--- src/dcf_pkg.sv ---
// Constants, register map and types for the time-signal receiver front end
package dcf_pkg;
  // Clock and time base
  localparam int          CLK_PERIOD_NS = 10;
  localparam int          MS_NS         = 1000000;
  localparam int          MS_CYC        = (MS_NS + CLK_PERIOD_NS - 1) / CLK_PERIOD_NS;
  localparam logic [16:0] MS_CNT_ONE    = 17'h0_0001;
  localparam logic [16:0] MS_CNT_ZERO   = 17'h0_0000;
  // Pulse windows in milliseconds
  localparam logic [11:0] BIT0_MIN_MS   = 12'h046;
  localparam logic [11:0] BIT0_MAX_MS   = 12'h082;
  localparam logic [11:0] BIT1_MIN_MS   = 12'h0AA;
  localparam logic [11:0] BIT1_MAX_MS   = 12'h0E6;
  localparam logic [11:0] PULSE_MIN_MS  = 12'h032;
  localparam logic [11:0] PULSE_MAX_MS  = 12'h0FA;
  localparam logic [11:0] PULL_IDLE_MS  = 12'h5DC;
  localparam logic [11:0] LEVEL_SAT_MS  = 12'hFFF;
  localparam logic [11:0] MS_ONE        = 12'h001;
  localparam logic [11:0] MS_ZERO       = 12'h000;
  localparam logic [5:0]  FRAME_BITS    = 6'h3B;
  localparam logic [5:0]  BITCNT_ONE    = 6'h01;
  // Register byte offsets
  localparam logic [4:0]  OFS_CTRL      = 5'h00;
  localparam logic [4:0]  OFS_HOUR      = 5'h04;
  localparam logic [4:0]  OFS_STATUS    = 5'h08;
  localparam logic [4:0]  OFS_BITS_LO   = 5'h0C;
  localparam logic [4:0]  OFS_BITS_HI   = 5'h10;
  // Control fields
  localparam int          CTRL_PULL_LSB = 0;
  localparam int          CTRL_POL_LSB  = 2;
  localparam int          CTRL_TOGGLE   = 4;
  localparam int          CTRL_SUP_HI   = 5;
  localparam int          CTRL_START    = 6;
  localparam int          CTRL_STOP     = 7;
  localparam logic [5:0]  CTRL_RST      = 6'h20;
  localparam logic [4:0]  HOUR_RST      = 5'h03;
  localparam logic [31:0] RDATA_ZERO    = 32'h0000_0000;
  // Pull-up and polarity modes
  localparam logic [1:0]  MODE_AUTO     = 2'h0;
  localparam logic [1:0]  MODE_ON       = 2'h1;
  localparam logic [1:0]  MODE_OFF      = 2'h2;
  // Decoder state
  typedef enum logic [1:0] {
    ST_IDLE = 2'b01,
    ST_RUN  = 2'b10
  } dcf_state_t;
endpackage

--- src/dcf_receiver_front_end.sv ---
// Time-signal receiver front end with pull-up, polarity, decode and supply control
//
// Chosen here: the Avalon-MM slave port and the placing of the registers.
`timescale 1ns/1ns
module dcf_receiver_front_end #(
  parameter int MS_CYCLES = dcf_pkg::MS_CYC
) (
  input  wire logic        clock,
  input  wire logic        rst_n,
  input  wire logic [4:0]  avs_address,
  input  wire logic        avs_read,
  input  wire logic        avs_write,
  input  wire logic [31:0] avs_writedata,
  output logic      [31:0] avs_readdata,
  output logic             avs_waitrequest,
  input  wire logic [4:0]  hour_now,
  input  wire logic        dcf_in,
  output logic             pullup_en,
  output logic             indicator_led,
  output logic             receiver_supply_control
);

  // Bus state
  logic                wait_reg;
  logic                wait_next;
  logic [31:0]         rdata_reg;
  logic [31:0]         rdata_next;
  logic [5:0]          ctrl_reg;
  logic [5:0]          ctrl_next;
  logic [4:0]          hour_reg;
  logic [4:0]          hour_next;
  logic                wr_go;
  logic                start_req;
  logic                stop_req;
  logic [4:0]          word_ofs;

  // Core state
  dcf_pkg::dcf_state_t state_reg;
  dcf_pkg::dcf_state_t state_next;
  logic                in_reg;
  logic                in_next;
  logic [16:0]         ms_cnt_reg;
  logic [16:0]         ms_cnt_next;
  logic [11:0]         level_ms_reg;
  logic [11:0]         level_ms_next;
  logic [11:0]         low_ms_reg;
  logic [11:0]         low_ms_next;
  logic [4:0]          hour_prev_reg;
  logic [4:0]          hour_prev_next;
  logic                pull_auto_reg;
  logic                pull_auto_next;
  logic                inv_auto_reg;
  logic                inv_auto_next;
  logic [58:0]         bits_reg;
  logic [58:0]         bits_next;
  logic [5:0]          bitcnt_reg;
  logic [5:0]          bitcnt_next;
  logic                lastbit_reg;
  logic                lastbit_next;
  logic                active_reg;
  logic                active_next;
  logic                pullup_reg;
  logic                pullup_next;
  logic                led_reg;
  logic                led_next;
  logic                supply_reg;
  logic                supply_next;

  // Decode helpers
  logic                run;
  logic                ms_tick;
  logic                in_edge;
  logic                inv_eff;
  logic                ended_active;
  logic                is_bit0;
  logic                is_bit1;
  logic                hour_hit;
  logic [1:0]          pull_mode;
  logic [1:0]          pol_mode;

  assign avs_readdata            = rdata_reg;
  assign avs_waitrequest         = wait_reg;
  assign pullup_en               = pullup_reg;
  assign indicator_led           = led_reg;
  assign receiver_supply_control = supply_reg;

  assign run       = (state_reg == dcf_pkg::ST_RUN);
  assign word_ofs  = {avs_address[4:2], 2'b00};
  assign wr_go     = avs_write && !wait_reg;
  assign start_req = wr_go && (word_ofs == dcf_pkg::OFS_CTRL)
                     && avs_writedata[dcf_pkg::CTRL_START];
  assign stop_req  = wr_go && (word_ofs == dcf_pkg::OFS_CTRL)
                     && avs_writedata[dcf_pkg::CTRL_STOP];
  assign pull_mode = ctrl_reg[dcf_pkg::CTRL_PULL_LSB +: 2];
  assign pol_mode  = ctrl_reg[dcf_pkg::CTRL_POL_LSB +: 2];
  assign ms_tick   = (ms_cnt_reg == 17'(MS_CYCLES - 1));
  assign in_edge   = dcf_in ^ in_reg;
  assign hour_hit  = (hour_now != hour_prev_reg) && (hour_now == hour_reg);

  // Polarity selection, auto or fixed, then optional toggle
  always_comb begin
    case (pol_mode)
      dcf_pkg::MODE_ON:  inv_eff = 1'b0;
      dcf_pkg::MODE_OFF: inv_eff = 1'b1;
      default:           inv_eff = inv_auto_reg;
    endcase
    inv_eff = inv_eff ^ ctrl_reg[dcf_pkg::CTRL_TOGGLE];
  end

  // Ended level was the active pulse of a second marker
  assign ended_active = run && in_edge && (in_reg ^ inv_eff);
  assign is_bit0 = ended_active && (level_ms_reg >= dcf_pkg::BIT0_MIN_MS)
                   && (level_ms_reg <= dcf_pkg::BIT0_MAX_MS);
  assign is_bit1 = ended_active && (level_ms_reg >= dcf_pkg::BIT1_MIN_MS)
                   && (level_ms_reg <= dcf_pkg::BIT1_MAX_MS);

  // Avalon slave: one wait cycle, then answer
  always_comb begin
    wait_next  = 1'b1;
    rdata_next = rdata_reg;
    ctrl_next  = ctrl_reg;
    hour_next  = hour_reg;
    if ((avs_read || avs_write) && wait_reg) begin
      wait_next = 1'b0;
    end
    if (avs_read && wait_reg) begin
      case (word_ofs)
        dcf_pkg::OFS_CTRL:    rdata_next = {26'h000_0000, ctrl_reg};
        dcf_pkg::OFS_HOUR:    rdata_next = {27'h000_0000, hour_reg};
        dcf_pkg::OFS_STATUS:  rdata_next = {21'h00_0000, bitcnt_reg, lastbit_reg,
                                            active_reg, inv_eff, pullup_reg, run};
        dcf_pkg::OFS_BITS_LO: rdata_next = bits_reg[31:0];
        dcf_pkg::OFS_BITS_HI: rdata_next = {5'h00, bits_reg[58:32]};
        default:              rdata_next = dcf_pkg::RDATA_ZERO;
      endcase
    end
    if (wr_go && (word_ofs == dcf_pkg::OFS_CTRL)) begin
      ctrl_next = avs_writedata[5:0];
    end
    if (wr_go && (word_ofs == dcf_pkg::OFS_HOUR)) begin
      hour_next = avs_writedata[4:0];
    end
  end

  always_ff @(posedge clock or negedge rst_n) begin
    if (!rst_n) begin
      wait_reg  <= 1'b1;
      rdata_reg <= dcf_pkg::RDATA_ZERO;
      ctrl_reg  <= dcf_pkg::CTRL_RST;
      hour_reg  <= dcf_pkg::HOUR_RST;
    end else begin
      wait_reg  <= wait_next;
      rdata_reg <= rdata_next;
      ctrl_reg  <= ctrl_next;
      hour_reg  <= hour_next;
    end
  end

  // Pulse timing, detection, decode and receiver supply
  always_comb begin
    in_next        = dcf_in;
    hour_prev_next = hour_now;
    ms_cnt_next    = ms_tick ? dcf_pkg::MS_CNT_ZERO : ms_cnt_reg + dcf_pkg::MS_CNT_ONE;
    level_ms_next  = level_ms_reg;
    if (in_edge) begin
      level_ms_next = dcf_pkg::MS_ZERO;
    end else if (ms_tick && (level_ms_reg != dcf_pkg::LEVEL_SAT_MS)) begin
      level_ms_next = level_ms_reg + dcf_pkg::MS_ONE;
    end
    // Stuck-low time with pull-up off hints at an open-collector output
    low_ms_next = low_ms_reg;
    if (!run || in_reg || pullup_reg) begin
      low_ms_next = dcf_pkg::MS_ZERO;
    end else if (ms_tick && (low_ms_reg != dcf_pkg::LEVEL_SAT_MS)) begin
      low_ms_next = low_ms_reg + dcf_pkg::MS_ONE;
    end
    pull_auto_next = pull_auto_reg;
    if (run && (low_ms_reg >= dcf_pkg::PULL_IDLE_MS)) begin
      pull_auto_next = 1'b1;
    end
    case (pull_mode)
      dcf_pkg::MODE_ON:  pullup_next = 1'b1;
      dcf_pkg::MODE_OFF: pullup_next = 1'b0;
      default:           pullup_next = pull_auto_next;
    endcase
    // Short level marks the active sense of the input
    inv_auto_next = inv_auto_reg;
    if (run && in_edge && (level_ms_reg >= dcf_pkg::PULSE_MIN_MS)
        && (level_ms_reg <= dcf_pkg::PULSE_MAX_MS)) begin
      inv_auto_next = !in_reg;
    end
    bits_next    = bits_reg;
    bitcnt_next  = bitcnt_reg;
    lastbit_next = lastbit_reg;
    if (is_bit0 || is_bit1) begin
      bits_next    = {bits_reg[57:0], is_bit1};
      lastbit_next = is_bit1;
      bitcnt_next  = bitcnt_reg + dcf_pkg::BITCNT_ONE;
    end
    case (state_reg)
      dcf_pkg::ST_IDLE: begin
        state_next = dcf_pkg::ST_IDLE;
        if (start_req || hour_hit) begin
          state_next  = dcf_pkg::ST_RUN;
          bits_next   = 59'h0;
          bitcnt_next = 6'h00;
        end
      end
      dcf_pkg::ST_RUN: begin
        state_next = dcf_pkg::ST_RUN;
        if (stop_req || (bitcnt_reg == dcf_pkg::FRAME_BITS)) begin
          state_next = dcf_pkg::ST_IDLE;
        end
      end
      default: state_next = dcf_pkg::ST_IDLE;
    endcase
    active_next = dcf_in ^ inv_eff;
    led_next    = (state_next == dcf_pkg::ST_RUN) && active_next;
    supply_next = (state_next == dcf_pkg::ST_RUN)
                  ? ctrl_next[dcf_pkg::CTRL_SUP_HI]
                  : !ctrl_next[dcf_pkg::CTRL_SUP_HI];
  end

  always_ff @(posedge clock or negedge rst_n) begin
    if (!rst_n) begin
      state_reg     <= dcf_pkg::ST_IDLE;
      in_reg        <= 1'b0;
      hour_prev_reg <= 5'h00;
      ms_cnt_reg    <= dcf_pkg::MS_CNT_ZERO;
      level_ms_reg  <= dcf_pkg::MS_ZERO;
      low_ms_reg    <= dcf_pkg::MS_ZERO;
      pull_auto_reg <= 1'b0;
      inv_auto_reg  <= 1'b0;
      bits_reg      <= 59'h0;
      bitcnt_reg    <= 6'h00;
      lastbit_reg   <= 1'b0;
      active_reg    <= 1'b0;
      pullup_reg    <= 1'b0;
      led_reg       <= 1'b0;
      supply_reg    <= 1'b0;
    end else begin
      state_reg     <= state_next;
      in_reg        <= in_next;
      hour_prev_reg <= hour_prev_next;
      ms_cnt_reg    <= ms_cnt_next;
      level_ms_reg  <= level_ms_next;
      low_ms_reg    <= low_ms_next;
      pull_auto_reg <= pull_auto_next;
      inv_auto_reg  <= inv_auto_next;
      bits_reg      <= bits_next;
      bitcnt_reg    <= bitcnt_next;
      lastbit_reg   <= lastbit_next;
      active_reg    <= active_next;
      pullup_reg    <= pullup_next;
      led_reg       <= led_next;
      supply_reg    <= supply_next;
    end
  end

  // Checks
  property p_supply_level;
    @(posedge clock) disable iff (!rst_n)
      supply_reg == (run ? ctrl_reg[dcf_pkg::CTRL_SUP_HI] : !ctrl_reg[dcf_pkg::CTRL_SUP_HI]);
  endproperty
  a_supply_level: assert property (p_supply_level)
    else $error("supply output level does not match decode state");

  property p_led_active;
    @(posedge clock) disable iff (!rst_n)
      led_reg |-> (run && active_reg);
  endproperty
  a_led_active: assert property (p_led_active)
    else $error("indicator lit outside an active pulse");

  property p_pull_forced_on;
    @(posedge clock) disable iff (!rst_n)
      (pull_mode == dcf_pkg::MODE_ON) ##1 (pull_mode == dcf_pkg::MODE_ON) |-> pullup_reg;
  endproperty
  a_pull_forced_on: assert property (p_pull_forced_on)
    else $error("pull-up not on while forced on");

  property p_pull_forced_off;
    @(posedge clock) disable iff (!rst_n)
      (pull_mode == dcf_pkg::MODE_OFF) ##1 (pull_mode == dcf_pkg::MODE_OFF) |-> !pullup_reg;
  endproperty
  a_pull_forced_off: assert property (p_pull_forced_off)
    else $error("pull-up on while forced off");

  property p_toggle_flips;
    @(posedge clock) disable iff (!rst_n)
      (pol_mode == dcf_pkg::MODE_OFF) |-> (inv_eff == !ctrl_reg[dcf_pkg::CTRL_TOGGLE]);
  endproperty
  a_toggle_flips: assert property (p_toggle_flips)
    else $error("fixed inverted polarity not flipped by toggle");

  property p_bit0;
    @(posedge clock) disable iff (!rst_n)
      is_bit0 |=> (!lastbit_reg && !bits_reg[0]
                   && bitcnt_reg == 6'($past(bitcnt_reg) + dcf_pkg::BITCNT_ONE));
  endproperty
  a_bit0: assert property (p_bit0)
    else $error("short pulse not decoded as zero");

  property p_bit1;
    @(posedge clock) disable iff (!rst_n)
      is_bit1 |=> (lastbit_reg && bits_reg[0]);
  endproperty
  a_bit1: assert property (p_bit1)
    else $error("long pulse not decoded as one");

  property p_hour_start;
    @(posedge clock) disable iff (!rst_n)
      (!run && hour_hit) |=> (run && bitcnt_reg == 6'h00) ##1 supply_reg == ctrl_reg[5];
  endproperty
  a_hour_start: assert property (p_hour_start)
    else $error("decode did not start at the configured hour");

  property p_frame_stop;
    @(posedge clock) disable iff (!rst_n)
      (run && bitcnt_reg == dcf_pkg::FRAME_BITS) |=> !run;
  endproperty
  a_frame_stop: assert property (p_frame_stop)
    else $error("decode kept running after a full frame");

  property p_bus_answer;
    @(posedge clock) disable iff (!rst_n)
      ((avs_read || avs_write) && wait_reg) |=> !wait_reg ##1 wait_reg;
  endproperty
  a_bus_answer: assert property (p_bus_answer)
    else $error("bus answer not given after one wait cycle");

endmodule // dcf_receiver_front_end

--- config.mk ---
export PLATFORM = sky130hd
export DESIGN_NAME = dcf_receiver_front_end
export DESIGN_NICKNAME = d
export VERILOG_FILES = /design/src/dcf_pkg.sv /design/src/dcf_receiver_front_end.sv
export SDC_FILE = /design/constraint.sdc
export NUM_CORES = 1
export LEC_CHECK = 0
export BUFFER_PORTS_ARGS = -buffer_cell sky130_fd_sc_hd__buf_2
export CORE_MARGIN = 4
export CORE_UTILIZATION = 40
export CTS_BUF_LIST = sky130_fd_sc_hd__clkbuf_4
export CTS_CLUSTER_SIZE = 30
export DETAILED_ROUTE_END_ITERATION = 8
export PLACE_DENSITY = 0.53
export SETUP_SLACK_MARGIN = 0.05
export SYNTH_ARGS = -nofsm -noshare
export SYNTH_HDL_FRONTEND = slang
export SYNTH_SLANG_ARGS = --single-unit
--- constraint.sdc ---
create_clock -name clock -period 3.7 [get_ports clock]
set_input_delay 0.185 -clock clock [delete_from_list [all_inputs] [get_ports clock]]
set_output_delay 0.185 -clock clock [all_outputs]
set_load 0.005 [all_outputs]
==> impl_metrics.yaml <==
floorplanning:
  num_rows: 55
  die_y_um: 159.1
  die_area_um2: 25320
  chipWidth_um: 159.1
  ioPinCount: 83
  core_region_area_um2: 22570
  initial_core_util_pct: 40.47
critical_path:
  r2r_setup_slack_ns: 0.85
  cp_max_fo: 42
  arrival_ns: 3.34
  critPathKind: "reg2reg"
  required_ns: 4.19
  r2r_end: "bits_reg[47]$_DFF_PN0_"
  endpoint_kind: "flop"
  rr_worst_depth: 8
  startpoint_type: "flop"
  reg2reg_from: "ctrl_reg[3]$_DFFE_PN0N_"
logic_synthesis:
  synthCells: 997
  synth_edf_count: 0
  yosysSeqAreaShare_pct: 45.27
  synth_area_um2: 9135
  synth_fa_ha_area_share_pct: 1.370
  ys_warn_count: 0
  synth_xor_area_share_pct: 3.356
  synth_cell_types: 61
  synth-async-reset-ratio_pct: 100.0
  synth-seq-cells: 165
  synth-compound-area-share_pct: 21.89
  ys.flop_type: "dfrtp_1"
  yosys.area_share.simple_pct: 19.29
  syn_avg_cell_area_um2: 9.162
  synth_mux_area_share_pct: 4.109
  synthesis.nets: 1054
  synth_top_family_by_area: "compound AO/OA/AOI/OAI gates"
clock_network:
  clockBufferDepth: 2
  clock-sinks: 165
  cts_buffers: 17
  postCtsHoldBufs: 19
  post_cts_resized: 0
  clk_pin_slew_ns: 0.16
  clock_latency_ns: 0.58
  tritoncts: "built"
  postCtsSetupRepairBufs: 0
  cts_root_buf: "clkbuf_4"
  cts.htree.levels: 4
job:
  cap_viol_max_count: 0
layout:
  fin_nets: 1080
  nFillCells: 2191
  largest_reg_flops: 59
  syn_to_final_growth_pct: 11.81
  layout-drive-gt1-share_pct: 14.19
sta:
  rsz0062_at_grt: "false"
  setup_tns_ns: 0
  fin_crit_ns: 2.848
  finalHoldViolCount: 0
  fin_crit_sh_pct: 76.98
  setup_ws_ns: 0.8518
  maxSlewHeadroom_pct: 20.12
  setup_viol: 0
  worst_pin_slew_ns: 1.195
  slew_violations: 0
  fmax_ghz: 0.3511
  finClkSkew_ns: 0.03310
power_and_ir_drop:
  switching_share_pct: 31.21
  power.density_nw_per_um2: 401.3
  power_frac_clock_pct: 29.7
  comb_power_share_pct: 17.2
  p_int_mw: 2.819
  leakage_nw: 4.124
  p_seq_share_pct: 53.1
  ir_worst_vdd_uv: 173.5
  p_switching_mw: 1.279
  p_total_mw: 4.099
drt:
  routed_wl_um: 23450
  dr.pass1.iters: 5
  drtIter0Drc: 672
  ant_nets: 0
  drc: 0
  wl_per_cell_um: 17.74
  vias: 7763
  vias_per_cell: 5.872
grt:
  grt_pass1_vias: 7492
  grt_usage_pct: 18.47
  grt_remaining_overflow: 0
  antenna_found_initial: 1
  grt_max_degree: 84
  grt_pass1_wl_um: 39590
worst_hold_path:
  hold_path.class: "in2reg"
  hold_path_end: "avs_readdata[3]$_DFFE_PN0P_"
  min_from: "avs_address[4]"
  hold_path_depth: 4
placed_design:
  port_buffers: 56
  place.gp.congestion: 0.7947
  dpl_worst_slack_ns: 0.9405
  hpwl_um: 14040
outcome:
  status: "completed"
-- placed cells by master, fill, tap and decap left out, drive strengths merged, types with 10 or more instances in the layout --
cell type	count
nor2	37
a21oi	25
a2bb2oi	59
o21ai	116
buf	76
ha	10
clkbuf	17
inv	22
nand3	142
a31oi	63
mux2	10
nand2	74
nor3	11
xnor2	20
mux2i	24
dfrtp	160
xor2	15
dlygate4sd3	19
a22oi	18
-- area by class of cell --
type / count / area, um2 / share of cell area [%]
Tap cell: 285 / 356.6 / 3.491
Multi-Input combinational cell: 727 / 4632 / 45.35
Timing Repair Buffer: 95 / 701.9 / 6.873
Inverter: 17 / 63.81 / 0.6248
Sequential cell: 165 / 4135 / 40.49
Clock inverter: 15 / 193.9 / 1.899
Clock buffer: 17 / 127.6 / 1.250
Antenna cell: 1 / 2.502 / 0.02450
-- worst max-delay path: stages (launching register included) --
cell and delay [ns]:
dfrtp_1 0.46, ha_1 0.31, mux2i_1 0.48, a21boi_4 0.32
buf_4 0.37, or2_2 0.22, buf_12 0.24, nand3_1 0.12
a31oi_1 0.20
-- through the flow --
step	instances	hold slack, ns	area, um2	util, %
detailed placement	1270	0.3120	9699	42.97
finish	1322	0.1294	10210	45.25
global route	1322	0.1310	10210	45.25
floorplan	997	-0.1106	9135	-
CTS	1321	0.06765	10210	45.24
global placement	1270	0.3163	9699	42.97
-- logic make-up (layout without fill, tap and decap cells) --
| kind of cell | count (synthesis) | in the layout |
|---|---|---|
| adder cells (fa/ha/maj) | 10 | 10 |
| multiplexers | 35 | 35 |
| XOR/XNOR | 35 | 35 |
| AND/OR/NAND/NOR | 338 | 338 |
| buffers and inverters | 105 | 144 |
| other | 0 | 1 |
| AO/OA/AOI/OAI | 309 | 309 |
| flip-flops | 165 | 165 |
-- routing by layer --
layer,part of all wire (%),track usage [%]
met1,49,26.79
met5,0,0
met3,4.2,3.339
met4,1.1,4.852
met2,46,28.64
-- cells in the mapped netlist (5+ instances only) --
| master | instances | area [um2] |
|---|---|---|
| mux2_2 | 10 | 112.6 |
| nand2b_1 | 6 | 37.54 |
| nand3_1 | 142 | 710.7 |
| xor2_1 | 15 | 131.4 |
| and4_1 | 8 | 70.07 |
| ha_1 | 10 | 125.1 |
| a21oi_1 | 25 | 125.1 |
| o21ai_0 | 116 | 580.6 |
| buf_1 | 6 | 22.52 |
| xnor2_1 | 20 | 175.2 |
| a211oi_1 | 5 | 37.54 |
| a31oi_1 | 63 | 394.1 |
| clkbuf_1 | 59 | 221.5 |
| nand2_1 | 74 | 277.8 |
| or4_1 | 5 | 37.54 |
| dfrtp_1 | 160 | 4004 |
| or3_1 | 6 | 37.54 |
| dfstp_2 | 5 | 131.4 |
| nand4_1 | 7 | 43.79 |
| nand3b_1 | 6 | 45.04 |
| inv_1 | 17 | 63.81 |
| nor4_1 | 8 | 50.05 |
| a2bb2oi_1 | 59 | 516.8 |
| a22oi_1 | 18 | 135.1 |
| nor2_1 | 37 | 138.9 |
| mux2i_1 | 24 | 240.2 |
| buf_2 | 21 | 105.1 |
| nor3_1 | 11 | 55.05 |
| and3_1 | 5 | 31.28 |
-- power groups by stage --
stage                     Combinational [mW]  Sequential [mW]  Clock [mW]
after floorplan                        0.435             2.17           0
after global routing                   0.799             2.21        1.35
after detailed placement               0.686             2.21           0
after CTS                              0.713             2.18        1.27
after global placement                 0.678             2.21           0
final                                  0.707             2.18        1.22
-- worst max-delay path by stage --
stage	from	end	slack, ns	depth (start not counted)
2_1_floorplan	ctrl_reg[3]$_DFFE_PN0N_	bits_reg[49]$_DFF_PN0_	1.46	9
3_3_place_gp	level_ms_reg[0]$_DFFE_PN0P_	bits_reg[55]$_DFF_PN0_	0.94	8
3_5_place_dp	level_ms_reg[0]$_DFFE_PN0P_	bits_reg[37]$_DFF_PN0_	0.94	8
4_1_cts	ctrl_reg[3]$_DFFE_PN0N_	bits_reg[47]$_DFF_PN0_	0.87	8
5_1_grt	level_ms_reg[0]$_DFFE_PN0P_	bits_reg[6]$_DFF_PN0_	0.66	8
6_report	ctrl_reg[3]$_DFFE_PN0N_	bits_reg[47]$_DFF_PN0_	0.85	8
Note: power is estimated with default switching activity, not from simulation.
